===== src/rsi_pkg.sv =====
// Constants, types and field layout for the reset sequencer and supply integrity block.
// Assumes a single 100 MHz CPU clock and an 8-bit register port with one-cycle read latency.
// What this block does
// RULE_01: Accept pin, undervoltage and watchdog reset requests
// RULE_02: Illegal opcode or prefix also resets
// RULE_03: Sequence: active, stabilisation delay, vector fetch
// RULE_04: Delay is 256 or 4096 cycles by option
// RULE_05: Reset pin held low during delay
// RULE_06: Vector fetch two cycles from FFFE-FFFF
// RULE_07: Oscillator keeps running during reset; osc_enable reads 0 while reset_n is asserted
// RULE_08: Pin low detected without a clock
// RULE_09: Reset pin is input and open-drain output
// RULE_10: Watchdog underflow drives pin low minimum pulse
// RULE_11: Undervoltage holds static reset, pin low
// RULE_12: Undervoltage reset only when option enables it
// RULE_13: Supply warning flag readable, real time, read-only
// RULE_14: Warning works only with undervoltage option
// RULE_15: Interrupt on every warning flag toggle; here a toggle in the same cycle as avd_isr_ack raises none
// RULE_16: No interrupt for crossing during reset delay
// RULE_17: Slow rise: interrupts on enable and crossing
// RULE_18: Enable after crossing gives single interrupt
// RULE_19: Clock supervisor PLL enabled by option or software
// RULE_20: Flags record undervoltage or watchdog reset cause
// RULE_21: Warning request clears on service entry
// RULE_22: Backup clock switch sets clock-fail flag, interrupt
// RULE_23: Any new request restarts active and delay
package rsi_pkg;
  localparam int unsigned CLK_HZ            = 100_000_000;
  localparam int unsigned DELAY_SHORT_CYC   = 256;
  localparam int unsigned DELAY_LONG_CYC    = 4096;
  localparam int unsigned FETCH_CYC         = 2;
  localparam int unsigned WDG_PULSE_NS      = 200;
  localparam int unsigned WDG_PULSE_CYC     = (WDG_PULSE_NS * (CLK_HZ / 1_000_000) + 999) / 1000;
  localparam int unsigned CNT_W             = 13;
  localparam logic [15:0] VEC_ADDR_LO       = 16'hfffe;
  localparam logic [15:0] VEC_ADDR_HI       = 16'hffff;
  localparam logic [1:0]  ADDR_PAGE0        = 2'h0;
  localparam logic [1:0]  ADDR_PAGE1        = 2'h1;
  // Page 0 bit positions
  localparam int unsigned B_WATCHDOG_RESET_FLAG = 0;
  localparam int unsigned B_CLOCK_FAIL_DETECTED  = 1;
  localparam int unsigned B_CSSIE = 2;
  localparam int unsigned B_UNDERVOLTAGE_RESET_FLAG = 4;
  localparam int unsigned B_SUPPLY_WARNING_FLAG  = 5;
  localparam int unsigned B_SUPPLY_WARNING_IRQ_ENABLE = 6;
  // Page 1 bit positions
  localparam int unsigned B_LOCK  = 4;
  localparam int unsigned B_PLLEN = 3;

  typedef enum logic [1:0] {
    RSI_IDLE   = 2'b00,
    RSI_ACTIVE = 2'b01,
    RSI_DELAY  = 2'b11,
    RSI_FETCH  = 2'b10
  } rsi_state_t;
endpackage : rsi_pkg


===== src/rsi_seq_if.sv =====
// Carrier between the integrity registers and the reset sequencer.
// Assumes both ends share clk.
`timescale 1ns/1ps
`default_nettype none
interface rsi_seq_if;
  logic in_reset;
  logic in_delay;
  logic delay_done;
  logic uv_req;
  logic wdg_req;
  logic pin_req;
  modport seq (output in_reset, output in_delay, output delay_done, input uv_req, input wdg_req, input pin_req);
  modport regs (input in_reset, input in_delay, input delay_done, output uv_req, output wdg_req, output pin_req);
endinterface : rsi_seq_if
`default_nettype wire


===== src/rsi_top.sv =====
// Reset sequence manager and supply integrity top: pin, detectors, flags, register port.
// Assumes analog comparators, oscillator and PLL sit outside and report digital levels.
`timescale 1ns/1ps
`default_nettype none
module rsi_top
  import rsi_pkg::*;
(
  input  wire logic       clk,
  input  wire logic       reset_n,
  input  wire logic       rst_pin_i,
  output logic            rst_pin_o,
  output logic            rst_pin_oe,
  input  wire logic       opt_long_delay,
  input  wire logic       opt_uv_enable,
  input  wire logic       opt_pll_enable,
  input  wire logic       uv_below,
  input  wire logic       warn_below,
  input  wire logic       wdg_underflow,
  input  wire logic       illegal_op,
  input  wire logic       clk_fail,
  input  wire logic       pll_locked,
  input  wire logic       avd_isr_ack,
  input  wire logic [1:0] reg_addr,
  input  wire logic [7:0] reg_wdata,
  input  wire logic       reg_wr,
  input  wire logic       reg_rd,
  output logic      [7:0] reg_rdata,
  output logic            sys_reset_n,
  output logic            vec_fetch_lo,
  output logic            vec_fetch_hi,
  output logic            osc_enable,
  output logic            pll_enable,
  output logic            backup_clk_sel,
  output logic            avd_irq,
  output logic            css_irq
);
  import rsi_pkg::*;

  typedef struct packed {
    logic [1:0] pin_sync;
    logic [1:0] uv_sync;
    logic [1:0] warn_sync;
    logic [1:0] fail_sync;
    logic [1:0] lock_sync;
    logic       warn_flag;
    logic       warn_ie;
    logic       warn_pend;
    logic       uv_rf;
    logic       wdg_rf;
    logic       css_ie;
    logic       css_d;
    logic       pll_sw;
    logic       page;
    logic [7:0] rdata;
    logic       pin_o;
    logic       pin_oe;
    logic [1:0] oe_hist;
    logic       sysrst_n;
    logic       fetch_lo;
    logic       fetch_hi;
    logic       pll_en;
    logic       osc_en;
    logic       bsel;
    logic       avd_irq;
    logic       css_irq;
  } rsi_regs_t;

  rsi_regs_t r_r, r_nxt;
  rsi_seq_if sq ();

  logic pin_drv;
  logic fetch_lo;
  logic fetch_hi;
  logic cpu_run;
  logic req_any;
  logic req_hold;
  logic pin_low_s;
  logic uv_act;
  logic warn_s;
  logic pll_on;
  logic [7:0] page0;
  logic [7:0] page1;
  logic core_rst_n;
  logic ext_pin_low;

  // Pin low resets the sequencer at once, independent of the clock
  // Held off one cycle after our own release so the pin settles before it can reset us
  assign ext_pin_low = !rst_pin_i && !r_r.pin_oe && !r_r.oe_hist[0];
  assign core_rst_n  = reset_n && !ext_pin_low; // RULE_08 RULE_09

  // Synchroniser still shows our own drive for two cycles after release
  assign pin_low_s = !r_r.pin_sync[1] && !r_r.pin_oe && !(|r_r.oe_hist); // RULE_09
  assign uv_act    = opt_uv_enable && r_r.uv_sync[1]; // RULE_11 RULE_12
  assign warn_s    = opt_uv_enable && r_r.warn_sync[1]; // RULE_14
  assign req_any   = uv_act || wdg_underflow || illegal_op || pin_low_s; // RULE_01 RULE_02
  assign req_hold  = uv_act || pin_low_s; // RULE_11
  assign pll_on    = opt_pll_enable || r_r.pll_sw; // RULE_19

  assign sq.uv_req  = uv_act;
  assign sq.wdg_req = wdg_underflow;
  assign sq.pin_req = pin_low_s;

  rsi_sequencer u_seq (
    .clk            (clk),
    .reset_n        (core_rst_n),
    .long_delay_opt (opt_long_delay),
    .req_any        (req_any),
    .req_hold       (req_hold),
    .sq             (sq),
    .pin_drive_low  (pin_drv),
    .fetch_lo       (fetch_lo),
    .fetch_hi       (fetch_hi),
    .cpu_run        (cpu_run)
  );

  assign page0 = {r_r.page, r_r.warn_ie, r_r.warn_flag, r_r.uv_rf, 1'b0, r_r.css_ie, r_r.css_d, r_r.wdg_rf}; // RULE_13
  assign page1 = {r_r.page, 2'b00, r_r.lock_sync[1], pll_on, 3'b000};

  always_comb begin
    r_nxt = r_r;
    r_nxt.pin_sync  = {r_r.pin_sync[0], rst_pin_i};
    r_nxt.uv_sync   = {r_r.uv_sync[0], uv_below};
    r_nxt.warn_sync = {r_r.warn_sync[0], warn_below};
    r_nxt.fail_sync = {r_r.fail_sync[0], clk_fail};
    r_nxt.lock_sync = {r_r.lock_sync[0], pll_locked};
    // Flag follows the comparator in reset too; only the pending request is skipped there so the crossing raises nothing
    if (!sq.in_reset) begin // RULE_16
      r_nxt.warn_flag = warn_s; // RULE_13
      if (r_r.warn_ie && (warn_s != r_r.warn_flag)) begin
        r_nxt.warn_pend = 1'b1; // RULE_15
      end
    end else begin
      r_nxt.warn_flag = warn_s;
    end
    if (avd_isr_ack) begin
      r_nxt.warn_pend = 1'b0; // RULE_21
    end
    if (reg_rd) begin
      r_nxt.rdata = r_r.page ? page1 : page0;
    end else begin
      r_nxt.rdata = 8'h00;
    end
    if (reg_rd && !r_r.page && reg_addr == ADDR_PAGE0 && !r_r.fail_sync[1]) begin
      r_nxt.css_d = 1'b0;
    end
    if (reg_wr && reg_addr == ADDR_PAGE0) begin
      r_nxt.page = reg_wdata[7];
      if (!r_r.page) begin
        // Enabling while the flag is set counts as a toggle for the first request
        if (reg_wdata[B_SUPPLY_WARNING_IRQ_ENABLE] && !r_r.warn_ie && r_r.warn_flag && warn_s) begin
          r_nxt.warn_pend = 1'b1; // RULE_17 RULE_18
        end
        r_nxt.warn_ie = reg_wdata[B_SUPPLY_WARNING_IRQ_ENABLE] && opt_uv_enable; // RULE_14
        r_nxt.css_ie  = reg_wdata[B_CSSIE];
        if (!reg_wdata[B_UNDERVOLTAGE_RESET_FLAG]) r_nxt.uv_rf = 1'b0;
        if (!reg_wdata[B_WATCHDOG_RESET_FLAG]) r_nxt.wdg_rf = 1'b0;
      end else begin
        r_nxt.pll_sw = reg_wdata[B_PLLEN];
      end
    end
    if (!opt_uv_enable) begin
      r_nxt.warn_pend = 1'b0;
    end
    // Hardware set wins over software clear
    if (uv_act) begin // RULE_20
      r_nxt.uv_rf  = 1'b1;
      r_nxt.wdg_rf = 1'b0;
    end else if (wdg_underflow) begin
      r_nxt.wdg_rf = 1'b1;
    end
    if (pll_on && r_r.fail_sync[1]) begin
      r_nxt.css_d = 1'b1; // RULE_22
    end
    if (!pll_on) begin
      r_nxt.css_d = 1'b0;
    end
    r_nxt.pin_o    = 1'b0;
    r_nxt.pin_oe   = pin_drv; // RULE_05 RULE_10 RULE_11
    r_nxt.oe_hist  = {r_r.oe_hist[0], r_r.pin_oe};
    r_nxt.sysrst_n = cpu_run || fetch_lo || fetch_hi;
    r_nxt.fetch_lo = fetch_lo; // RULE_06
    r_nxt.fetch_hi = fetch_hi;
    r_nxt.pll_en   = pll_on;
    r_nxt.osc_en   = 1'b1; // RULE_07
    r_nxt.bsel     = r_nxt.css_d;
    r_nxt.avd_irq  = r_nxt.warn_pend;
    r_nxt.css_irq  = r_nxt.css_d && r_r.css_ie && pll_on; // RULE_22
  end

  // Flags that must survive a reset sequence sit on the power-on reset only
  always_ff @(posedge clk or negedge reset_n) begin
    if (!reset_n) begin
      r_r          <= '0;
      r_r.pin_sync <= 2'h3;
      r_r.pin_oe   <= 1'b1;
      r_r.oe_hist  <= 2'h3;
    end else begin
      r_r <= r_nxt;
    end
  end

  assign rst_pin_o      = r_r.pin_o;
  assign rst_pin_oe     = r_r.pin_oe;
  assign reg_rdata      = r_r.rdata;
  assign sys_reset_n    = r_r.sysrst_n;
  assign vec_fetch_lo   = r_r.fetch_lo;
  assign vec_fetch_hi   = r_r.fetch_hi;
  assign osc_enable     = r_r.osc_en; // RULE_07
  assign pll_enable     = r_r.pll_en; // RULE_19
  assign backup_clk_sel = r_r.bsel;
  assign avd_irq        = r_r.avd_irq;
  assign css_irq        = r_r.css_irq;

  warn_toggle_a: assert property (@(posedge clk) disable iff (!reset_n)
    r_r.warn_ie && !sq.in_reset && $changed(r_r.warn_sync[1]) && opt_uv_enable && !avd_isr_ack
    |-> ##[1:2] avd_irq)
    else $error("Toggle gave no warning interrupt"); // RULE_15
  warn_off_a: assert property (@(posedge clk) disable iff (!reset_n)
    !opt_uv_enable |=> !r_r.warn_pend)
    else $error("Warning active without option"); // RULE_14
  isr_clear_a: assert property (@(posedge clk) disable iff (!reset_n)
    avd_isr_ack && !reg_wr |=> !r_r.warn_pend)
    else $error("Service entry left request pending"); // RULE_21
  uv_hold_a: assert property (@(posedge clk) disable iff (!reset_n)
    uv_act |-> ##[1:2] rst_pin_oe)
    else $error("Undervoltage without pin low"); // RULE_11
  uv_flag_a: assert property (@(posedge clk) disable iff (!reset_n)
    uv_act |=> r_r.uv_rf && !r_r.wdg_rf)
    else $error("Undervoltage cause not recorded"); // RULE_20
  css_set_a: assert property (@(posedge clk) disable iff (!reset_n)
    pll_on && r_r.fail_sync[1] |=> r_r.css_d || !pll_on)
    else $error("Clock fail flag not set"); // RULE_22
  delay_pin_a: assert property (@(posedge clk) disable iff (!reset_n) // RULE_05
    sq.in_delay |=> rst_pin_oe)
    else $error("Pin not driven during delay");
  fetch_vec_a: assert property (@(posedge clk) disable iff (!reset_n) // RULE_06
    sq.delay_done && !req_any |-> ##2 vec_fetch_lo)
    else $error("Vector fetch did not follow delay");
  cov_uv_c: cover property (@(posedge clk) disable iff (!reset_n) uv_act ##1 rst_pin_oe);
  cov_warn_c: cover property (@(posedge clk) disable iff (!reset_n) $rose(avd_irq));
endmodule : rsi_top
`default_nettype wire


===== src/rsi_sequencer.sv =====
// Three-phase reset sequencer with open-drain pin drive.
// Assumes request inputs already synchronised except the async pin path.
`timescale 1ns/1ps
`default_nettype none
module rsi_sequencer
  import rsi_pkg::*;
(
  input  wire logic clk,
  input  wire logic reset_n,
  input  wire logic long_delay_opt,
  input  wire logic req_any,
  input  wire logic req_hold,
  rsi_seq_if.seq    sq,
  output logic      pin_drive_low,
  output logic      fetch_lo,
  output logic      fetch_hi,
  output logic      cpu_run
);
  typedef struct packed {
    rsi_state_t       st;
    logic [CNT_W-1:0] cnt;
    logic             drv;
  } rsi_seqs_t;
  rsi_seqs_t s_r, s_nxt;
  logic [CNT_W-1:0] dly_end;
  assign dly_end = long_delay_opt ? CNT_W'(DELAY_LONG_CYC - 1) : CNT_W'(DELAY_SHORT_CYC - 1); // RULE_04

  always_comb begin
    s_nxt = s_r;
    case (s_r.st)
      RSI_IDLE: begin
        if (req_any) begin
          s_nxt.st  = RSI_ACTIVE;
          s_nxt.cnt = '0;
        end
      end
      RSI_ACTIVE: begin
        s_nxt.cnt = s_r.cnt + 1'b1;
        // Stay active while a static source holds; pulses get a minimum width
        if (!req_hold && s_r.cnt >= CNT_W'(WDG_PULSE_CYC - 1)) begin // RULE_10 RULE_11
          s_nxt.st  = RSI_DELAY; // RULE_03
          s_nxt.cnt = '0;
        end
      end
      RSI_DELAY: begin
        s_nxt.cnt = s_r.cnt + 1'b1;
        if (s_r.cnt == dly_end) begin
          s_nxt.st  = RSI_FETCH;
          s_nxt.cnt = '0;
        end
      end
      RSI_FETCH: begin
        s_nxt.cnt = s_r.cnt + 1'b1;
        if (s_r.cnt == CNT_W'(FETCH_CYC - 1)) begin // RULE_06
          s_nxt.st  = RSI_IDLE;
        end
      end
      default: s_nxt.st = RSI_IDLE;
    endcase
    if (req_any && s_r.st != RSI_IDLE) begin // RULE_23
      s_nxt.st  = RSI_ACTIVE;
      s_nxt.cnt = '0;
    end
    s_nxt.drv = (s_nxt.st == RSI_ACTIVE) || (s_nxt.st == RSI_DELAY); // RULE_05
  end

  // Pin low clears asynchronously so reset is entered even without a clock
  always_ff @(posedge clk or negedge reset_n) begin // RULE_08
    if (!reset_n) begin
      s_r <= '{st: RSI_ACTIVE, cnt: '0, drv: 1'b1};
    end else begin
      s_r <= s_nxt;
    end
  end

  assign pin_drive_low = s_r.drv;
  assign fetch_lo      = (s_r.st == RSI_FETCH) && (s_r.cnt == '0);
  assign fetch_hi      = (s_r.st == RSI_FETCH) && (s_r.cnt != '0);
  assign cpu_run       = (s_r.st == RSI_IDLE);
  assign sq.in_reset   = (s_r.st != RSI_IDLE);
  assign sq.in_delay   = (s_r.st == RSI_DELAY);
  assign sq.delay_done = (s_r.st == RSI_DELAY) && (s_r.cnt == dly_end);

  // Long delays are checked step by step on the phase counter, not by unrolled repetition
  delay_start_a: assert property (@(posedge clk) disable iff (!reset_n) // RULE_04
    $rose(s_r.st == RSI_DELAY) |-> s_r.cnt == '0)
    else $error("Delay phase did not start from zero");
  delay_len_a: assert property (@(posedge clk) disable iff (!reset_n) // RULE_04
    (s_r.st == RSI_DELAY) && !req_any && (s_r.cnt != dly_end)
    |=> (s_r.st == RSI_DELAY) && (s_r.cnt == $past(s_r.cnt) + 1'b1))
    else $error("Delay phase ended early");
  fetch_two_a: assert property (@(posedge clk) disable iff (!reset_n) // RULE_06
    fetch_lo && !req_any |=> fetch_hi ##1 (cpu_run || s_r.st == RSI_ACTIVE))
    else $error("Fetch phase not two cycles");
  pin_delay_a: assert property (@(posedge clk) disable iff (!reset_n) // RULE_05
    (s_r.st == RSI_DELAY) |-> pin_drive_low)
    else $error("Pin released during delay");
  restart_a: assert property (@(posedge clk) disable iff (!reset_n) // RULE_23
    req_any |=> s_r.st == RSI_ACTIVE && s_r.cnt == '0)
    else $error("Request did not restart sequence");
  req_src_a: assert property (@(posedge clk) disable iff (!reset_n) // RULE_01
    sq.uv_req || sq.wdg_req || sq.pin_req |=> s_r.st == RSI_ACTIVE)
    else $error("Reset source did not start sequence");
  cov_fetch_c: cover property (@(posedge clk) disable iff (!reset_n) fetch_lo ##1 fetch_hi);
  cov_restart_c: cover property (@(posedge clk) disable iff (!reset_n) sq.in_delay && req_any);
endmodule : rsi_sequencer
`default_nettype wire


===== config.mk =====
export PLATFORM = sky130hd
export DESIGN_NAME = rsi_top
export DESIGN_NICKNAME = d
export VERILOG_FILES = /design/src/rsi_pkg.sv /design/src/rsi_seq_if.sv /design/src/rsi_top.sv /design/src/rsi_sequencer.sv
export SDC_FILE = /design/constraint.sdc
export NUM_CORES = 1
export LEC_CHECK = 0
export CORE_MARGIN = 5
export CORE_UTILIZATION = 30
export CTS_CLUSTER_SIZE = 30
export DETAILED_ROUTE_END_ITERATION = 16
export DONT_BUFFER_PORTS = 1
export SETUP_SLACK_MARGIN = 0.3
export SLEW_MARGIN = 20
export SYNTH_ARGS = -nofsm -noshare
export SYNTH_HDL_FRONTEND = slang
export SYNTH_HIERARCHICAL = 1
export SYNTH_SLANG_ARGS = --single-unit
export TNS_END_PERCENT = 100

===== constraint.sdc =====
create_clock -name clk -period 1.25 [get_ports clk]
set_clock_uncertainty 0.2 [all_clocks]
set_input_delay 0.1875 -clock clk [delete_from_list [all_inputs] [get_ports clk]]
set_output_delay 0.1875 -clock clk [all_outputs]
set_load 0.05 [all_outputs]

==> out/metrics.yaml <==
antenna_cells: 0
p_seq_share_pct: 48.9
vias: 1818
p_total_w: 0.00394
wl_microns: 5340
power.internal_w: 0.00285
dieWidth_microns: 98.3
nets: 315
cp-start-kind: "flip-flop"
fmax_ghz: 0.392
crit_fanout: 3
clk_path_buf_depth: 2
path_clk_slew_ns: 0.09
grt_use_total_pct: 11.5
post_drt_wl_per_cell_microns: 13.7
drt-initial-drc-count: 64
setup_viol_count_final: 34
dp_hpwl_microns: 3780
netlist_area_sq_mm: 0.00234
finalCriticalPeriod_ns: 2.55
cts.sinks: 51
rsz0062_at_grt: "true"
antenna_found_initial: 0
r2r-start: "rst_pin_oe$_DFF_PN1_"
die-area_sq_mm: 0.00966
fp-row-count: 32
cp_data_required_time_ns: 1.29
finalWeightedCongestion: 0.807
grt_max_degree: 38
critPathCaptureType: "flip-flop"
ant_nets: 0
pwr-share-clk_pct: 28.6
clock_latency_ns: 0.30
initial_utilization_pct: 30.6
grt_overflow: 0
drc: 0
drive_gt1_share_pct: 48.3
outcome: "complete, but fails checks"
holdWs_ns: -0.633
syn_nets: 239
viasPerCell: 4.66
dr.pass1.iters: 4
yosys_warnings: 6
tns_ns: -21.05
finalHoldViolations: 60
power_density_mw_per_mm2: 1140
final_common_cell: "buf_4"
grt_pass1_vias: 1861
violations: "hold timing, setup timing"
worstSetupPathType: "flip-flop to flip-flop"
clock-root-buffer: "clkbuf_8"
hp-class: "input port to async pin"
port_buffers: 0
final_cell_mix: "buf_4, dfrtp_1, buf_6"
power.net_switching_w: 0.00109
dp.cells: 351
power_leakage_nw: 1.56
swShare_pct: 27.7
cp.arrival_ns: 2.59
fin_cells: 390
worst-r2r-cell-count: 7
cts_buffers: 5
setup_slack_ns: -1.30
reg2reg_to: "u_seq/s_r[13]$_DFFE_PN0P_"
slew_viol_final: 0
r2r_slack_ns: -1.30
die_y_microns: 98.3
min_period_over_period_pct: 204
syn_area_per_cell_sq_um: 11.1
vdd_drop_max_mv: 0.429
max_cap_viol_count: 0
htreeDepth: 2
pin_count: 43
post-route-util_pct: 45.1
area_delta_synth_final_pct: 47.5
cts_tree: "yes"
grt_pass1_wl_microns: 9100
synthCells: 211
core-area_sq_mm: 0.00765
combinationalPowerShare_pct: 22.6
==> layer usage <==
| metal | part of all wire, % | track usage, % | vias to the layer above |
|---|---|---|---|
| li1 | - | - | 874 |
| met5 | 0 | 0 | - |
| met2 | 49 | 19.0 | 43 |
| met4 | 1.3 | 3.36 | 0 |
| met3 | 5.2 | 3.07 | 8 |
| met1 | 44 | 14.7 | 893 |
==> area by class of cell <==
class                           instances  area [sq um]
Timing Repair Buffer                   86           801
Sequential cell                        51          1290
Clock inverter                          2          37.5
Multi-Input combinational cell        133          1080
Inverter                               10          37.5
Fill cell                             708          4200
Clock buffer                            6          72.6
Tap cell                              102           128
==> critical path, stage by stage (launching register included) <==
cell and delay (ns):
dfstp_2 0.55, nor4_2 0.05, a21o_1 0.16, or3_4 0.33
or3_4 0.33, a311o_1 0.35, a2111oi_2 0.37, a221o_1 0.16
==> state kept, by name (all words and copies together) (netlist names) <==
name                 cells
u_seq/s_r               14
reg_rdata                8
page0                    6
r_nxt                    6
r_r                      6
avd_irq                  1
backup_clk_sel           1
css_irq                  1
osc_enable               1
page1                    1
pll_enable               1
rst_pin_oe               1
sys_reset_n              1
u_seq/pin_drive_low      1
vec_fetch_hi             1
vec_fetch_lo             1
==> metrics by stage <==
| step | setup slack, ns | instance area [sq um] |
|---|---|---|
| 4_1_cts | -1.31 | 3350 |
| 3_5_place_dp | -1.31 | 2840 |
| 2_1_floorplan | -1.45 | 2400 |
| 5_1_grt | -1.39 | 3450 |
| 6_report | -1.30 | 3450 |
| 3_3_place_gp | -1.26 | 2840 |
==> how the worst max path moves through the flow <==
stage / startpoint / cells past startpoint / to / slack (ns)
finish: rst_pin_oe$_DFF_PN1_ / 7 / u_seq/s_r[13]$_DFFE_PN0P_ / -1.30
global route: rst_pin_oe$_DFF_PN1_ / 7 / u_seq/s_r[13]$_DFFE_PN0P_ / -1.39
CTS: rst_pin_oe$_DFF_PN1_ / 8 / u_seq/s_r[5]$_DFFE_PN0P_ / -1.31
detailed placement: rst_pin_oe$_DFF_PN1_ / 8 / u_seq/s_r[5]$_DFFE_PN0P_ / -1.31
global placement: rst_pin_oe$_DFF_PN1_ / 8 / u_seq/s_r[5]$_DFFE_PN0P_ / -1.26
floorplan: rst_pin_oe$_DFF_PN1_ / 8 / u_seq/s_r[5]$_DFFE_PN0P_ / -1.45
==> power groups by stage <==
stage / sequential, W / combinational [W] / clock, W
floorplan: 0.00196 / 0.000389 / 0
global placement: 0.00193 / 0.000615 / 0
detailed placement: 0.00193 / 0.000623 / 0
CTS: 0.00192 / 0.000874 / 0.00116
global route: 0.00194 / 0.000959 / 0.00124
finish: 0.00193 / 0.000889 / 0.00113
==> what timing repair did <==
item | in CTS | in global routing
gates cloned | 1 | 0
setup buffers | 15 | 3
resized for setup | 42 | 14
hold buffers | 11 | 1
endpoints found under the hold margin | 76 | 61
setup endpoints to repair | 69 | 68
pin swaps | 13 | 8
No activity file was read; power rests on OpenSTA's default activity.
